[src/intc_pkg.sv]
// Constants shared by the interrupt controller front end.
// Assumes byte addresses as printed and 16-bit register data.
package intc_pkg;
   localparam int ADDR_W = 32;
   localparam int DATA_W = 16;
   localparam int FLAG_W = 8;
   localparam int NUM_IRQ = 6;
   localparam int NUM_WAKE_IRQ = 5;
   localparam int NUM_SRC = 7;
   localparam int SRC_W = 3;
   localparam int LVL_W = 5;
   localparam int PRIO_W = 4;
   localparam int IRQ_PER_REG = 4;
   localparam int MASK_W = 4;

   localparam logic [ADDR_W-1:0] OFS_FLAGS_0 = 32'h04000004;
   localparam logic [ADDR_W-1:0] OFS_FLAGS_1 = 32'h04000006;
   localparam logic [ADDR_W-1:0] OFS_FLAGS_2 = 32'h04000008;
   localparam logic [ADDR_W-1:0] OFS_SENSE = 32'h04000010;
   localparam logic [ADDR_W-1:0] OFS_PORT_SENSE = 32'h04000012;
   localparam logic [ADDR_W-1:0] OFS_PORT_EN = 32'h04000014;
   localparam logic [ADDR_W-1:0] OFS_PRIO_C = 32'h04000016;
   localparam logic [ADDR_W-1:0] OFS_PRIO_D = 32'h04000018;
   localparam logic [ADDR_W-1:0] OFS_PRIO_E = 32'h0400001a;
   localparam logic [ADDR_W-1:0] OFS_NMI_CTRL = 32'hfffffee0;
   localparam logic [ADDR_W-1:0] OFS_PRIO_A = 32'hfffffee2;
   localparam logic [ADDR_W-1:0] OFS_PRIO_B = 32'hfffffee4;

   // Field positions
   localparam int BIT_NMI_LEVEL = 15;
   localparam int BIT_NMI_EDGE = 8;
   localparam int BIT_ACCEPT_DIS = 15;
   localparam int BIT_BLOCK_OVR = 14;
   localparam int SENSE_FIELD_W = 2;
   localparam int SENSE_LEVEL_BIT = 1;
   localparam int SENSE_RISE_BIT = 0;

   localparam logic [DATA_W-1:0] REG_RESET = 16'h0000;
   localparam logic [FLAG_W-1:0] FLAG_RESET = 8'h00;
   localparam logic [LVL_W-1:0] NMI_LEVEL = 5'h10;
   localparam logic [LVL_W-1:0] LEVEL_NONE = 5'h00;
   localparam logic [SRC_W-1:0] SRC_NMI = 3'h0;
   localparam logic [SRC_W-1:0] SRC_IRQ0 = 3'h1;

   // Edge detection blanking after an edge-select change, in cycles
   localparam int NMI_BLANK_CYCLES = 20;
   localparam int BLANK_W = 5;
endpackage

[src/pin_sync.sv]
// Two-flop synchroniser for a group of pin inputs.
// Assumes pins are asynchronous to clk; read only sync_out.
`timescale 1ns/100ps
module pin_sync #(
   parameter int WIDTH = 1
) (
   input wire logic clk,
   input wire logic rst,
   input wire logic [WIDTH-1:0] async_in,
   output logic [WIDTH-1:0] sync_out
);
   logic [WIDTH-1:0] meta_reg;

   always_ff @(posedge clk or posedge rst) begin
      if (rst) begin
         meta_reg <= '0;
         sync_out <= '0;
      end else begin
         meta_reg <= async_in;
         sync_out <= meta_reg;
      end
   end
endmodule

[src/prio_pick.sv]
// Picks the highest nonzero level among flattened source levels.
// Assumes a zero level means no request; lowest index wins ties.
`timescale 1ns/100ps
module prio_pick #(
   parameter int NUM = 7,
   parameter int LVL_W = 5,
   parameter int IDX_W = 3
) (
   input wire logic [NUM*LVL_W-1:0] levels,
   output logic found,
   output logic [IDX_W-1:0] index,
   output logic [LVL_W-1:0] level
);
   always_comb begin
      found = 1'b0;
      index = '0;
      level = '0;
      // Strict compare keeps the earlier source on a tie
      for (int i = 0; i < NUM; i++) begin
         if (levels[i*LVL_W +: LVL_W] > level) begin
            found = 1'b1;
            index = IDX_W'(i);
            level = levels[i*LVL_W +: LVL_W];
         end
      end
   end
endmodule

[src/intc_top.sv]
// Interrupt controller front end: NMI and six request pins.
// Assumes core status inputs share REF_CLK; pins are asynchronous.
//
// Notes on behaviour
// Requests are ranked by level 16 down to 1, 16 strongest.
// A source programmed to level zero is masked and ignored.
// The nonmaskable request always carries fixed level 16.
// NMI taken only if accept-disable clear and override set or block clear.
// NMI is edge detected; edge select picks rising or falling.
// After an edge select change, NMI detection is blanked 20 cycles.
// In sleep or standby, NMI is taken whatever the block bit.
// Taking any request leaves the core mask level bits untouched.
// With block and override both set, only NMI is taken.
// NMI wakes from standby unless accept-disable is set.
// Six pins, level or edge sensed, priority 0 to 15 in C and D.
// Edge flag clears only by reading 1 then writing 0 to it.
// Software rewrites sense control masked, clears stray flags, unmasks.
// Edge pulses must last longer than two clock cycles.
// Pins 4 to 0 wake from standby above mask, only with RTC running.
// Request pins obey the core mask level; NMI does not.
// The notify output signals any pending request or refresh request; code notifies for refresh or for a request offered to the core (unmasked, acceptable).
// NMI control resets to 0x8000 with pin high, else 0; others zero.
// Flag registers are 8 bits, flags 1 and 2 read only; others 16.
// Equal levels are resolved by a fixed source order.
//
// Implementation choice: strobed register access.
`timescale 1ns/100ps
module intc_top (
   input wire logic REF_CLK,
   input wire logic RST,
   input wire logic NMI_PIN,
   input wire logic [intc_pkg::NUM_IRQ-1:0] IRQ_PINS,
   input wire logic CORE_BLOCK,
   input wire logic [intc_pkg::MASK_W-1:0] CORE_MASK_LEVEL,
   input wire logic LOW_POWER,
   input wire logic RTC_OSC_RUN,
   input wire logic REFRESH_REQ,
   input wire logic INT_ACK,
   input wire logic [intc_pkg::ADDR_W-1:0] ADDR,
   input wire logic [intc_pkg::DATA_W-1:0] WR_DATA,
   input wire logic WR_STB,
   input wire logic RD_STB,
   output logic [intc_pkg::DATA_W-1:0] RD_DATA,
   output logic INT_REQ,
   output logic [intc_pkg::LVL_W-1:0] INT_LEVEL,
   output logic [intc_pkg::SRC_W-1:0] INT_SOURCE,
   output logic WAKE,
   output logic REQUEST_NOTIFY_N
);
   localparam int NI = intc_pkg::NUM_IRQ;
   localparam int DW = intc_pkg::DATA_W;
   localparam int LW = intc_pkg::LVL_W;
   localparam int PW = intc_pkg::PRIO_W;
   localparam int NS = intc_pkg::NUM_SRC;

   typedef enum logic [1:0] {
      NMI_ARMED = 2'b01,
      NMI_BLANKING = 2'b10
   } nmi_state_e;

   // Pin synchronisers
   logic nmi_sync;
   logic [NI-1:0] irq_sync;

   pin_sync #(.WIDTH(1)) nmi_sync_u (
      .clk(REF_CLK),
      .rst(RST),
      .async_in(NMI_PIN),
      .sync_out(nmi_sync)
   );

   // Two sample stages; pulses under two cycles may be missed
   pin_sync #(.WIDTH(NI)) irq_sync_u (
      .clk(REF_CLK),
      .rst(RST),
      .async_in(IRQ_PINS),
      .sync_out(irq_sync)
   );

   // Register storage
   logic nmi_edge_sel_reg;
   logic [DW-1:0] sense_reg;
   logic [DW-1:0] port_sense_reg;
   logic [DW-1:0] port_en_reg;
   logic [DW-1:0] prio_a_reg;
   logic [DW-1:0] prio_b_reg;
   logic [DW-1:0] prio_c_reg;
   logic [DW-1:0] prio_d_reg;
   logic [DW-1:0] prio_e_reg;
   logic [NI-1:0] flags_reg;
   logic [NI-1:0] flags_next;
   logic [NI-1:0] seen_reg;
   logic [NI-1:0] seen_next;
   logic [DW-1:0] rd_data_next;

   // Address decode
   wire sel_flags_0 = (ADDR == intc_pkg::OFS_FLAGS_0);
   wire sel_flags_1 = (ADDR == intc_pkg::OFS_FLAGS_1);
   wire sel_flags_2 = (ADDR == intc_pkg::OFS_FLAGS_2);
   wire sel_sense = (ADDR == intc_pkg::OFS_SENSE);
   wire sel_port_sense = (ADDR == intc_pkg::OFS_PORT_SENSE);
   wire sel_port_en = (ADDR == intc_pkg::OFS_PORT_EN);
   wire sel_prio_a = (ADDR == intc_pkg::OFS_PRIO_A);
   wire sel_prio_b = (ADDR == intc_pkg::OFS_PRIO_B);
   wire sel_prio_c = (ADDR == intc_pkg::OFS_PRIO_C);
   wire sel_prio_d = (ADDR == intc_pkg::OFS_PRIO_D);
   wire sel_prio_e = (ADDR == intc_pkg::OFS_PRIO_E);
   wire sel_nmi_ctrl = (ADDR == intc_pkg::OFS_NMI_CTRL);

   wire wr_flags_0 = WR_STB && sel_flags_0;
   wire rd_flags_0 = RD_STB && sel_flags_0;
   wire wr_nmi_ctrl = WR_STB && sel_nmi_ctrl;
   wire new_edge_sel = WR_DATA[intc_pkg::BIT_NMI_EDGE];
   wire sel_change = wr_nmi_ctrl && (new_edge_sel != nmi_edge_sel_reg);

   // Control bits
   wire accept_dis = sense_reg[intc_pkg::BIT_ACCEPT_DIS];
   wire block_ovr = sense_reg[intc_pkg::BIT_BLOCK_OVR];

   // Level bit reads the live pin, so it shows 0x8000 with pin high
   wire [DW-1:0] nmi_ctrl_view = (DW'(nmi_sync) << intc_pkg::BIT_NMI_LEVEL)
      | (DW'(nmi_edge_sel_reg) << intc_pkg::BIT_NMI_EDGE);
   // Byte-wide flags sit in the low bits
   wire [DW-1:0] flags_0_view = DW'(flags_reg);
   wire [DW-1:0] flags_1_view = DW'(intc_pkg::FLAG_RESET);
   wire [DW-1:0] flags_2_view = DW'(intc_pkg::FLAG_RESET);

   assign rd_data_next = !RD_STB ? intc_pkg::REG_RESET :
      sel_flags_0 ? flags_0_view :
      sel_flags_1 ? flags_1_view :
      sel_flags_2 ? flags_2_view :
      sel_sense ? sense_reg :
      sel_port_sense ? port_sense_reg :
      sel_port_en ? port_en_reg :
      sel_prio_a ? prio_a_reg :
      sel_prio_b ? prio_b_reg :
      sel_prio_c ? prio_c_reg :
      sel_prio_d ? prio_d_reg :
      sel_prio_e ? prio_e_reg :
      sel_nmi_ctrl ? nmi_ctrl_view :
      intc_pkg::REG_RESET;

   always_ff @(posedge REF_CLK or posedge RST) begin
      if (RST) begin
         RD_DATA <= intc_pkg::REG_RESET;
      end else begin
         RD_DATA <= rd_data_next;
      end
   end

   // Writable registers; all load zero at reset
   always_ff @(posedge REF_CLK or posedge RST) begin
      if (RST) begin
         nmi_edge_sel_reg <= 1'b0;
         sense_reg <= intc_pkg::REG_RESET;
         port_sense_reg <= intc_pkg::REG_RESET;
         port_en_reg <= intc_pkg::REG_RESET;
         prio_a_reg <= intc_pkg::REG_RESET;
         prio_b_reg <= intc_pkg::REG_RESET;
         prio_c_reg <= intc_pkg::REG_RESET;
         prio_d_reg <= intc_pkg::REG_RESET;
         prio_e_reg <= intc_pkg::REG_RESET;
      end else if (WR_STB) begin
         if (sel_nmi_ctrl) nmi_edge_sel_reg <= new_edge_sel;
         if (sel_sense) sense_reg <= WR_DATA;
         if (sel_port_sense) port_sense_reg <= WR_DATA;
         if (sel_port_en) port_en_reg <= WR_DATA;
         if (sel_prio_a) prio_a_reg <= WR_DATA;
         if (sel_prio_b) prio_b_reg <= WR_DATA;
         if (sel_prio_c) prio_c_reg <= WR_DATA;
         if (sel_prio_d) prio_d_reg <= WR_DATA;
         if (sel_prio_e) prio_e_reg <= WR_DATA;
      end
   end

   // NMI edge detection with blanking
   nmi_state_e nmi_state_reg;
   nmi_state_e nmi_state_next;
   logic [intc_pkg::BLANK_W-1:0] blank_cnt_reg;
   logic [intc_pkg::BLANK_W-1:0] blank_cnt_next;
   logic nmi_prev_reg;
   logic nmi_pend_reg;
   logic int_ack_nmi;

   wire nmi_rise = nmi_sync && !nmi_prev_reg;
   wire nmi_fall = !nmi_sync && nmi_prev_reg;
   wire nmi_edge = nmi_edge_sel_reg ? nmi_rise : nmi_fall;
   wire nmi_set = nmi_edge && !sel_change
      && (nmi_state_reg == NMI_ARMED);
   wire nmi_ok = !accept_dis
      && (block_ovr || !CORE_BLOCK || LOW_POWER);

   always_comb begin
      nmi_state_next = nmi_state_reg;
      blank_cnt_next = blank_cnt_reg;
      unique case (nmi_state_reg)
         NMI_ARMED: begin
            if (sel_change) begin
               nmi_state_next = NMI_BLANKING;
               blank_cnt_next = intc_pkg::BLANK_W'(
                  intc_pkg::NMI_BLANK_CYCLES);
            end
         end
         NMI_BLANKING: begin
            if (sel_change) begin
               blank_cnt_next = intc_pkg::BLANK_W'(
                  intc_pkg::NMI_BLANK_CYCLES);
            end else if (blank_cnt_reg == intc_pkg::BLANK_W'(1)) begin
               nmi_state_next = NMI_ARMED;
               blank_cnt_next = '0;
            end else begin
               blank_cnt_next = blank_cnt_reg - intc_pkg::BLANK_W'(1);
            end
         end
         default: begin
            nmi_state_next = NMI_ARMED;
            blank_cnt_next = '0;
         end
      endcase
   end

   always_ff @(posedge REF_CLK or posedge RST) begin
      if (RST) begin
         nmi_state_reg <= NMI_ARMED;
         blank_cnt_reg <= '0;
         nmi_prev_reg <= 1'b0;
         nmi_pend_reg <= 1'b0;
      end else begin
         nmi_state_reg <= nmi_state_next;
         blank_cnt_reg <= blank_cnt_next;
         nmi_prev_reg <= nmi_sync;
         // Set wins over the acknowledge
         nmi_pend_reg <= nmi_set || (nmi_pend_reg && !int_ack_nmi);
      end
   end

   // Request pins: sense mode, flags and priorities
   logic [NI-1:0] level_mode;
   logic [NI-1:0] edge_hit;
   logic [NI-1:0] irq_prev_reg;
   logic [NI-1:0] irq_clear;
   logic [NI-1:0] irq_wake;
   logic [NS*LW-1:0] src_levels;
   logic [PW-1:0] irq_prio [NI];
   wire maskable_ok = !CORE_BLOCK;
   wire [LW-1:0] mask_lvl = LW'(CORE_MASK_LEVEL);

   // NMI takes fixed top level, only while acceptable
   assign src_levels[0 +: LW] = (nmi_pend_reg && nmi_ok) ?
      intc_pkg::NMI_LEVEL : intc_pkg::LEVEL_NONE;

   // Clear needs a prior read of 1 and a write of 0
   assign irq_clear = wr_flags_0 ? (~WR_DATA[NI-1:0] & seen_reg)
      : '0;

   genvar gi;
   generate
      for (gi = 0; gi < NI; gi++) begin : g_irq
         localparam int SB = gi * intc_pkg::SENSE_FIELD_W;
         localparam int PB = (gi % intc_pkg::IRQ_PER_REG) * PW;
         wire [LW-1:0] lvl;
         wire pend_ok;
         assign level_mode[gi] =
            sense_reg[SB + intc_pkg::SENSE_LEVEL_BIT];
         assign edge_hit[gi] = sense_reg[SB + intc_pkg::SENSE_RISE_BIT]
            ? (irq_sync[gi] && !irq_prev_reg[gi])
            : (!irq_sync[gi] && irq_prev_reg[gi]);
         assign irq_prio[gi] = (gi < intc_pkg::IRQ_PER_REG)
            ? prio_c_reg[PB +: PW] : prio_d_reg[PB +: PW];
         assign lvl = LW'(irq_prio[gi]);
         // Zero priority never exceeds the mask, so it is ignored
         assign pend_ok = flags_reg[gi] && (lvl > mask_lvl);
         assign src_levels[(gi + 1) * LW +: LW] =
            (pend_ok && maskable_ok) ? lvl : intc_pkg::LEVEL_NONE;
         assign irq_wake[gi] = pend_ok && (gi < intc_pkg::NUM_WAKE_IRQ);
         // Level mode mirrors the low pin; edge mode latches
         assign flags_next[gi] = level_mode[gi] ? !irq_sync[gi]
            : (edge_hit[gi] || (flags_reg[gi] && !irq_clear[gi]));
         assign seen_next[gi] = level_mode[gi] ? 1'b0
            : ((seen_reg[gi] && !irq_clear[gi])
               || (rd_flags_0 && flags_reg[gi]));
      end
   endgenerate

   always_ff @(posedge REF_CLK or posedge RST) begin
      if (RST) begin
         irq_prev_reg <= '0;
         flags_reg <= '0;
         seen_reg <= '0;
      end else begin
         irq_prev_reg <= irq_sync;
         flags_reg <= flags_next;
         seen_reg <= seen_next;
      end
   end

   // Winner selection
   logic win_found;
   logic [intc_pkg::SRC_W-1:0] win_index;
   logic [LW-1:0] win_level;

   prio_pick #(.NUM(NS), .LVL_W(LW), .IDX_W(intc_pkg::SRC_W)) pick_u (
      .levels(src_levels),
      .found(win_found),
      .index(win_index),
      .level(win_level)
   );

   assign int_ack_nmi = INT_ACK && INT_REQ
      && (INT_SOURCE == intc_pkg::SRC_NMI);

   wire wake_next = LOW_POWER && ((nmi_pend_reg && !accept_dis)
      || (RTC_OSC_RUN && (|irq_wake)));

   // Request, level, source, wake and notify go out; the core mask is never written
   always_ff @(posedge REF_CLK or posedge RST) begin
      if (RST) begin
         INT_REQ <= 1'b0;
         INT_LEVEL <= intc_pkg::LEVEL_NONE;
         INT_SOURCE <= intc_pkg::SRC_NMI;
         WAKE <= 1'b0;
         REQUEST_NOTIFY_N <= 1'b1;
      end else begin
         INT_REQ <= win_found;
         INT_LEVEL <= win_level;
         INT_SOURCE <= win_index;
         WAKE <= wake_next;
         REQUEST_NOTIFY_N <= !(win_found || REFRESH_REQ);
      end
   end
endmodule

[config.mk]
export PLATFORM = sky130hd
export DESIGN_NAME = intc_top
export DESIGN_NICKNAME = d
export VERILOG_FILES = /design/src/intc_pkg.sv /design/src/pin_sync.sv /design/src/prio_pick.sv /design/src/intc_top.sv
export SDC_FILE = /design/constraint.sdc
export NUM_CORES = 1
export LEC_CHECK = 0
export BUFFER_PORTS_ARGS = -buffer_cell sky130_fd_sc_hd__buf_2
export CAP_MARGIN = 0
export CORE_MARGIN = 4
export CORE_UTILIZATION = 30
export DETAILED_ROUTE_END_ITERATION = 8
export GPL_TIMING_DRIVEN = 0
export PLACE_DENSITY_LB_ADDON = 0.12
export SETUP_SLACK_MARGIN = 0.05
export SYNTH_ARGS = -nofsm -noshare
export SYNTH_HDL_FRONTEND = slang
export SYNTH_HIERARCHICAL = 1
export SYNTH_SLANG_ARGS = --single-unit
[constraint.sdc]
create_clock -name REF_CLK -period 10.82 [get_ports REF_CLK]
set_clock_uncertainty 0.2 [all_clocks]
set_input_delay 0.541 -clock REF_CLK [delete_from_list [all_inputs] [get_ports REF_CLK]]
set_output_delay 0.541 -clock REF_CLK [all_outputs]
set_load 0.01 [all_outputs]
==> results.cfg, run 1 <==
[status]
status = completed

[clock_tree]
clock_latency_ps = 450
clock_path_buffers = 2
clk_transition_reported_paths_ps = 90
ctsRootBufferMaster = clkbuf_16
cts_inserted_buffers = 17
cts_tree = done
htreeDepth = 4
cts.sinks = 197
cts_setup_buffers = 0

[route]
routed_wirelength_um = 32220
drt_iter0_markers = 454
drt_first_pass_iters = 5
drc = 0
vias = 8259
antenna_left = 0
wl_per_cell_um = 20.08
post_drt_via_cell_ratio = 5.146

[critical_path]
crit_start = prio_c_reg[1]$_DFFE_PP0P_
cp_max_fo = 10
reg2reg_to = REQUEST_NOTIFY_N$_DFF_PP1_
cp_slowest_cell = dfrtp_1
cpMostUsedCell = ha_1
cp.required_ps = 11000
critPathArrivalTime_ps = 10240
worstSetupEndpoint = REQUEST_NOTIFY_N$_DFF_PP1_
crit_type = flop to flop
end_kind = flop
ff2ff_path_depth = 43
r2r_start = prio_c_reg[1]$_DFFE_PP0P_
worst_setup_path_start_kind = flop
crit_path_max_incr_delay_ps = 430
ff2ff_setup_slack_ps = 760

[sta]
clock.fmax_mhz = 99.40
finalSetupViolCount = 0
rsz0062_at_grt = false
drv_slew = 0
hold_violations = 0
finalCritPeriodShare_pct = 92.98
tightest_slew_ps = 1007
holdWs_ps = 150.4
fin_crit_ps = 10060
relSlewSlack_pct = 32.32
finalSetupTns_ps = 0

[floorplan]
ios = 95
dieArea_um2 = 39140
initial_core_util_pct = 30.40
core-area_um2 = 35570
num_rows = 69
die_w_um = 197.9
die_height_um = 197.9

[power]
p_int_w = 0.001358
p_leak_nw = 5.908
ir_drop_mv = 0.1335
p_seq_share_pct = 37.2
p_per_area_nw_per_um2 = 163.6
p_sw_w = 0.0007190
combPwrFrac_pct = 30.2
p_sw_share_pct = 34.62
clkPwrFrac_pct = 32.6

[grt]
antenna_found_initial = 0
grt_pass1_vias = 8451
grt_pass1_wl_um = 51160
grt_use_total_pct = 16.85
grt_max_degree = 105
grt_overflow_total = 0

[final_layout]
syn_to_final_growth_pct = 17.43
design_area_um2 = 12700
antennaDiodeCount = 0
drive_gt1_share_pct = 23.78
n_fill_cell = 3640
fin_nets = 1257

[synthesis]
ys.flop_type = dfrtp_1
synth_warnings = 6
syn_area_um2 = 10810
netlist_instances = 990
synth-edff-count = 0
syn_avg_cell_area_um2 = 10.92
yosysUniqueCellTypes = 82
yosysSeqAreaShare_pct = 45.61
synth-async-reset-ratio_pct = 100.0
synth_seq_cells = 197

[place]
portBuffers = 84
routabilityCongestion = 0.8036
dpl_cell_area_um2 = 11950
hpwl_um = 24590

[worst_hold_path]
hold_path_class = flop to flop

[run]
maxCapViolations = 0
[layer usage]
layer | vias up | track usage [%] | wire length, µm
met1 | 4127 | 24.09 | 15510
li1 | 3976 | - | -
met5 | - | 0 | 0
met3 | 16 | 2.791 | 1272
met4 | 0 | 3.545 | 310
met2 | 140 | 27.06 | 15130
[what timing repair did]
action | 4_1_cts | 5_1_grt
hold buffers | 9 | 0
hold endpoints to repair | 10 | 0
endpoints found under the setup margin | 0 | 10
resized for setup | 0 | 9
[critical path, delay by kind of cell (launching register included)]
kind            cells  cell delay (ps)
buf+inv             2              350
compound gates     18             4060
fa+ha+maj           7             2070
simple gates       16             2870
flops               1              430
[worst min path at each step]
stage | cells past startpoint | to | start
2_1_floorplan | 1 | nmi_sync_u/meta_reg$_DFF_PP0_ | RST
3_3_place_gp | 0 | irq_sync_u/sync_out[1]$_DFF_PP0_ | irq_sync_u/meta_reg[1]$_DFF_PP0_
3_5_place_dp | 0 | irq_sync_u/sync_out[0]$_DFF_PP0_ | irq_sync_u/meta_reg[0]$_DFF_PP0_
4_1_cts | 0 | irq_sync_u/sync_out[3]$_DFF_PP0_ | irq_sync_u/meta_reg[3]$_DFF_PP0_
5_1_grt | 0 | irq_sync_u/sync_out[2]$_DFF_PP0_ | irq_sync_u/meta_reg[2]$_DFF_PP0_
6_report | 0 | irq_sync_u/sync_out[3]$_DFF_PP0_ | irq_sync_u/meta_reg[3]$_DFF_PP0_
[cells by family (layout without fill, tap and decap cells)]
family	after synthesis	count (layout)	synth area share [%]
XOR/XNOR	2	2	0.1620
buffers and inverters	93	219	3.448
AND/OR/NAND/NOR	249	249	13.35
AO/OA/AOI/OAI	261	261	17.28
multiplexers	129	129	13.40
other	1	29	0.03468
adder cells (fa/ha/maj)	58	58	6.711
flip-flops	197	197	45.61
[metrics by stage]
| stage | power, W | util [%] | worst slack [ps] | cells |
|---|---|---|---|---|
| floorplan | 0.001227 | - | 1579 | 1018 |
| global placement | 0.001395 | 33.50 | -284.1 | 1563 |
| detailed placement | 0.001400 | 33.60 | -367.3 | 1564 |
| CTS | 0.002085 | 35.59 | 62.79 | 1605 |
| global route | 0.002208 | 35.70 | 40.98 | 1605 |
| finish | 0.002077 | 35.70 | 759.7 | 1605 |
[layout by cell type, fill, tap and decap left out, types with 29 or more instances in the layout]
master    netlist  routed
a21oi_1        47      47
buf_2           7      91
clkbuf_1       35      35
conb_1          1      29
dfrtp_1       195     195
ha_1           58      58
inv_1          45      44
mux2_2        106     106
nand2_1        47      45
nor2_1         40      40
o21ai_0        34      32
[power by group through the flow]
stage	clock [W]	sequential, W	combinational (W)
final	0.000678	0.000772	0.000627
after global routing	0.000724	0.000775	0.000709
after CTS	0.000695	0.000773	0.000617
after detailed placement	0	0.000788	0.000612
after global placement	0	0.000788	0.000606
after floorplan	0	0.000794	0.000433
[cell type report]
type	count	area, µm²	area share, %
Inverter	45	176.4	1.389
Timing Repair Buffer	94	538.0	4.237
Sequential cell	197	4932	38.85
Clock inverter	14	180.2	1.419
Multi-Input combinational cell	728	5650	44.50
Tap cell	461	576.8	4.543
Clock buffer	18	439.2	3.459
Buffer	48	203.9	1.606
[synth_stat cells (5+ instances only)]
library cell | instances | share of area (%)
buf_2 | 7 | 0.32
nand2b_1 | 19 | 1.1
a2bb2oi_1 | 5 | 0.40
dfrtp_1 | 195 | 45
o21ai_0 | 34 | 1.6
a31oi_1 | 9 | 0.52
a211oi_1 | 9 | 0.62
nor3_1 | 17 | 0.79
o32a_1 | 6 | 0.56
and4_1 | 6 | 0.49
or3_1 | 7 | 0.40
nor2b_1 | 10 | 0.58
a22o_1 | 5 | 0.40
nor4_1 | 7 | 0.40
nand3_1 | 11 | 0.51
a21oi_1 | 47 | 2.2
and3_1 | 9 | 0.52
ha_1 | 58 | 6.7
o22ai_1 | 13 | 0.75
and2_1 | 28 | 1.6
a221o_1 | 5 | 0.46
nand4_1 | 12 | 0.69
a221oi_1 | 6 | 0.49
a22oi_1 | 26 | 1.8
mux2_2 | 106 | 11
clkbuf_1 | 35 | 1.2
o31ai_1 | 11 | 0.76
nor2_1 | 40 | 1.4
o221ai_1 | 10 | 0.81
nand2_1 | 47 | 1.6
o21a_1 | 13 | 0.90
inv_1 | 45 | 1.6
a21o_1 | 9 | 0.62
o211ai_1 | 21 | 1.5
mux2_1 | 20 | 2.1
(Power assumes the default switching activity.)
==> run 2: changes to the inputs <==
==> constraint.sdc (replaced) <==
create_clock -name REF_CLK -period 10.82 [get_ports REF_CLK]
set_clock_uncertainty 0.2 [all_clocks]
set_input_delay 1.623 -clock REF_CLK [delete_from_list [all_inputs] [get_ports REF_CLK]]
set_output_delay 1.623 -clock REF_CLK [all_outputs]
set_load 0.01 [all_outputs]
==> run 2 against run 1 <==
Maximum frequency shrank 2.8%. Setup slack lost 290 ps. Cell count grew 0.81%. Core utilization grew 0.70 points. Die area is the same. First-iteration DRC count shrank 4.6%. Clock power is essentially flat. Routed wire length grew 0.74%. Final area grew 2.0%. Register-to-register slack gained 640 ps.
==> results.cfg, run 2 (synthesis results as in run 1) <==
[grt]
grt_pass1_wl_um = 51510
antenna_found_initial = 0
grt_max_degree = 105
grt_use_total_pct = 16.95
grt_overflow_total = 0
grt_pass1_vias = 8548

[critical_path]
ff2ff_path_depth = 42
reg2reg_to = INT_LEVEL[1]$_DFF_PP0_
critPathArrivalTime_ps = 10490
cp_max_fo = 8
ff2ff_setup_slack_ps = 1400
end_kind = flop
r2r_start = prio_c_reg[1]$_DFFE_PP0P_
crit_type = primary input to flop
crit_path_max_incr_delay_ps = 460
cpMostUsedCell = ha_1
cp.required_ps = 10960
worst_setup_path_start_kind = primary input
cp_slowest_cell = a31oi_2
crit_start = CORE_MASK_LEVEL[1]

[clock_tree]
clk_transition_reported_paths_ps = 80
htreeDepth = 4
ctsRootBufferMaster = clkbuf_16
clock_latency_ps = 450
cts.sinks = 197
clock_path_buffers = 2
cts_inserted_buffers = 17
cts_tree = done

[power]
p_per_area_nw_per_um2 = 171.8
combPwrFrac_pct = 34.9
clkPwrFrac_pct = 30.4
p_leak_nw = 6.020
p_int_w = 0.001448
ir_drop_mv = 0.1281
p_seq_share_pct = 34.7
p_sw_share_pct = 34.90
p_sw_w = 0.0007761

[route]
antenna_left = 0
drt_iter0_markers = 433
vias = 8387
post_drt_via_cell_ratio = 5.184
drc = 0
drt_first_pass_iters = 4
wl_per_cell_um = 20.06
routed_wirelength_um = 32460

[worst_hold_path]
min_to = irq_sync_u/sync_out[3]$_DFF_PP0_
hold_path_depth = 0
min-delay-start = irq_sync_u/meta_reg[3]$_DFF_PP0_
hold_path_class = flop to flop

[sta]
tightest_slew_ps = 991.0
fin_crit_ps = 10350
finalSetupViolCount = 0
clock.fmax_mhz = 96.64
drv_slew = 0
hold_violations = 0
holdWs_ps = 150.4
finalCritPeriodShare_pct = 95.64
relSlewSlack_pct = 33.43

[place]
portBuffers = 84
dpl_cell_area_um2 = 11950
routabilityCongestion = 0.8036
hpwl_um = 24590

[final_layout]
antennaDiodeCount = 0
final_common_cell = dfrtp_1
fin_nets = 1270
design_area_um2 = 12950
final_cell_mix = dfrtp_1, mux2_2, buf_2, ha_1, a21oi_1
drive_gt1_share_pct = 27.23
syn_to_final_growth_pct = 19.73

[floorplan]
dieArea_um2 = 39140
core-area_um2 = 35570
num_rows = 69
die_w_um = 197.9
ios = 95
initial_core_util_pct = 30.40
die_height_um = 197.9

[status]
status = completed

[run]
maxCapViolations = 0
run 2: changes by cell type in the layout (fill, tap and decap cells not counted), moves of 3 or more:
| cell | before | now |
|---|---|---|
| nor2b_1 | 10 | 7 |
| buf_4 | 0 | 23 |
| nor2b_2 | 0 | 3 |
| dlygate4sd3_1 | 9 | 0 |
run 2: power by group through the flow:
| stage | Combinational, W | Sequential, W | Clock [W] |
|---|---|---|---|
| 2_1_floorplan | 0.000433 | 0.000794 | 0 |
| 3_3_place_gp | 0.000606 | 0.000788 | 0 |
| 3_5_place_dp | 0.000612 | 0.000788 | 0 |
| 4_1_cts | 0.000693 | 0.000773 | 0.000695 |
| 5_1_grt | 0.000862 | 0.000775 | 0.000725 |
| 6_report | 0.000775 | 0.000772 | 0.000676 |
run 2: worst max-delay path, delay by kind of cell:
family                     cells  cell delay, ps
buffers and inverters          4             480
AOI/OAI and AO/OA             21            4080
and+or+nand+nor               12            2120
adders and majority gates      7            2150
run 2: cell type report:
cell class	count	area, µm²
Buffer	47	206.4
Clock buffer	18	439.2
Clock inverter	14	180.2
Fill cell	3624	22620
Inverter	45	180.2
Multi-Input combinational cell	728	5811
Sequential cell	197	4932
Tap cell	461	576.8
Timing Repair Buffer	108	620.6
run 2: metal layers:
| metal | wire [µm] | global-route usage (%) | up-vias | share of wire (%) |
|---|---|---|---|---|
| met5 | 0 | 0 | - | 0 |
| met4 | 365 | 3.775 | 0 | 1.1 |
| met3 | 1197 | 2.859 | 18 | 3.7 |
| met2 | 15290 | 27.31 | 139 | 47 |
| met1 | 15610 | 24.04 | 4225 | 48 |
| li1 | - | - | 4005 | - |
run 2: what timing repair did:
item                                    CTS  global route
resized for setup                        23            19
pin swaps                                 6            18
endpoints found under the setup margin   10            10
hold buffers                              0             0
setup buffers                             8            15
run 2: how the worst max path moves through the flow:
stage | slack [ps] | end | cells after the start
3_5_place_dp | -1450 | REQUEST_NOTIFY_N$_DFF_PP1_ | 46
6_report | 470 | INT_LEVEL[1]$_DFF_PP0_ | 44
4_1_cts | 60 | REQUEST_NOTIFY_N$_DFF_PP1_ | 46
2_1_floorplan | 500 | REQUEST_NOTIFY_N$_DFF_PP1_ | 44
3_3_place_gp | -1370 | REQUEST_NOTIFY_N$_DFF_PP1_ | 46
5_1_grt | -10 | INT_LEVEL[1]$_DFF_PP0_ | 44
run 2: per-stage QoR:
step	util, %	TNS [ps]	cells	setup slack (ps)	power [W]
after floorplan	-	0	1018	497.4	0.001227
after global placement	33.50	-13080	1563	-1366	0.001395
after detailed placement	33.60	-13570	1564	-1449	0.001400
after CTS	35.84	0	1604	56.38	0.002161
after global routing	36.40	-11.59	1618	-11.59	0.002361
final	36.40	0	1618	471.9	0.002224
==> run 3: changes to the inputs <==
- SETUP_SLACK_MARGIN: 0.05 -> default
- clock period: 10.82 -> 8.6 ns (I/O delays scaled with it)
==> run 3 against run 2 <==
The run now ends with negative setup slack left. Combinational power up 64%. Total power up 39%. Sequential power up 26%. Critical endpoint is now INT_LEVEL[3]$_DFF_PP0_.
==> results.cfg, run 3 (synthesis results as in run 1) <==
[critical_path]
reg2reg_to = INT_LEVEL[3]$_DFF_PP0_
cpMostUsedCell = buf_4
crit_path_max_incr_delay_ps = 410
cp_num_cells = 52
ff2ff_setup_slack_ps = -510
critPathArrivalTime_ps = 9790
cp_max_fo = 7
r2r_start = prio_c_reg[1]$_DFFE_PP0P_
crit_type = primary input to flop
worst_setup_path_start_kind = primary input
ff2ff_path_depth = 50
cp_slowest_cell = a221o_1
path_delay_family = compound AO/OA/AOI/OAI gates
end_kind = flop
cp.required_ps = 8770
crit_start = CORE_MASK_LEVEL[1]
worstSetupEndpoint = INT_LEVEL[3]$_DFF_PP0_
path_buf_inv = 20

[sta]
finalCritPeriodShare_pct = 111.9
relSlewSlack_pct = 24.13
clock.fmax_mhz = 103.9
finalSetupViolCount = 10
drv_slew = 0
tightest_slew_ps = 1129
layout_setup_ws_ps = -1021
fin_crit_ps = 9621
hold_violations = 0
rsz0062_at_grt = true

[clock_tree]
cts_inserted_buffers = 17
cts_tree = done
clk_transition_reported_paths_ps = 80
htreeDepth = 4
ctsRootBufferMaster = clkbuf_16
clock_path_buffers = 2
cts.sinks = 197
clock_latency_ps = 450

[final_layout]
final_common_cell = dfrtp_1
antennaDiodeCount = 0
n_fill_cell = 3512
syn_to_final_growth_pct = 28.03
utilization_pct = 38.92
final_cell_mix = dfrtp_1, mux2_2, buf_4, buf_2, ha_1
fin_nets = 1344
fin_cells = 1692
drive_gt1_share_pct = 34.20

[status]
status = complete, but fails checks
violations = negative setup slack

[floorplan]
die_height_um = 197.9
dieArea_um2 = 39140
core-area_um2 = 35570
die_w_um = 197.9
num_rows = 69
ios = 95
initial_core_util_pct = 30.40

[run]
maxCapViolations = 0

[grt]
grt_pass1_wl_um = 53720
grt_pass1_vias = 9029
antenna_found_initial = 1
grt_use_total_pct = 17.76
grt_overflow_total = 0
grt_max_degree = 96

[power]
p_leak_nw = 6.393
p_per_area_nw_per_um2 = 222.7
ir_drop_mv = 0.1849

[place]
placed_cells = 1564
hpwl_um = 24590
portBuffers = 84
routabilityCongestion = 0.8124

[route]
routed_wirelength_um = 34140
drc = 0
drt_first_pass_iters = 6
vias = 8683
post_drt_via_cell_ratio = 5.132
drt_iter0_markers = 513
antenna_left = 0
wl_per_cell_um = 20.17

[worst_hold_path]
hold_path_class = flop to flop
[run 3: per-layer routing]
layer	up-vias	part of all wire, %	track usage, %
met1	4355	48	24.44
met5	-	0	0
met3	34	2.7	2.722
met4	0	1.7	4.361
li1	4130	-	-
met2	164	48	29.51
[run 3: worst min path at each step]
| stage | start | end | slack, ps | depth (start not counted) |
|---|---|---|---|---|
| final | irq_sync_u/meta_reg[0]$_DFF_PP0_ | irq_sync_u/sync_out[0]$_DFF_PP0_ | 150 | 0 |
| after global routing | irq_sync_u/meta_reg[1]$_DFF_PP0_ | irq_sync_u/sync_out[1]$_DFF_PP0_ | 160 | 0 |
| after CTS | irq_sync_u/meta_reg[0]$_DFF_PP0_ | irq_sync_u/sync_out[0]$_DFF_PP0_ | 150 | 0 |
| after detailed placement | irq_sync_u/meta_reg[0]$_DFF_PP0_ | irq_sync_u/sync_out[0]$_DFF_PP0_ | 130 | 0 |
| after global placement | irq_sync_u/meta_reg[4]$_DFF_PP0_ | irq_sync_u/sync_out[4]$_DFF_PP0_ | 130 | 0 |
| after floorplan | irq_sync_u/meta_reg[0]$_DFF_PP0_ | irq_sync_u/sync_out[0]$_DFF_PP0_ | 130 | 0 |
[run 3: worst reg2reg max path, delay by kind of cell, from the launching register on]
family	cells	cell delay [ps]
simple gates	10	1430
fa+ha+maj	5	1410
buf+inv	18	2220
flops	1	450
compound gates	17	3300
[run 3: through the flow]
stage | cell area, µm² | worst slack, ps | hold WS [ps] | total power, W | TNS (ps)
5_1_grt | 13840 | -1404 | 162.9 | 0.003266 | -13260
3_5_place_dp | 12140 | -2633 | 134.7 | 0.001875 | -25660
2_1_floorplan | 11100 | -944.6 | 131.2 | 0.001637 | -8915
6_report | 13840 | -1021 | 150.1 | 0.003083 | -9721
4_1_cts | 13680 | -904.2 | 151.8 | 0.003016 | -8668
3_3_place_gp | 12100 | -2595 | 132.0 | 0.001868 | -136860
[run 3: where the power goes]
part           switching [W]  internal, W
sequential         0.0000114     0.000961
clock               0.000410     0.000428
combinational       0.000679     0.000594
total                0.00110      0.00198
[run 3: layout make-up]
type | instances | area, µm² | area share (%)
inverters | 45 | 183.9 | 1.329
plain buffers | 46 | 195.2 | 1.410
repair buffers | 182 | 1190 | 8.595
clock inverters | 14 | 180.2 | 1.302
flip-flops and latches | 197 | 4932 | 35.63
clock buffers | 18 | 439.2 | 3.172
well taps | 461 | 576.8 | 4.167
multi-input cells | 729 | 6146 | 44.40
[run 3: repair_timing]
item                                    in CTS  in global routing
endpoints found under the setup margin      10                 10
gates resized for setup                     39                 24
hold buffers                                 0                  0
hold endpoints to repair                     0                  0
cloned                                       1                  0
buffers inserted                            92                  7
pin swaps                                   36                 10
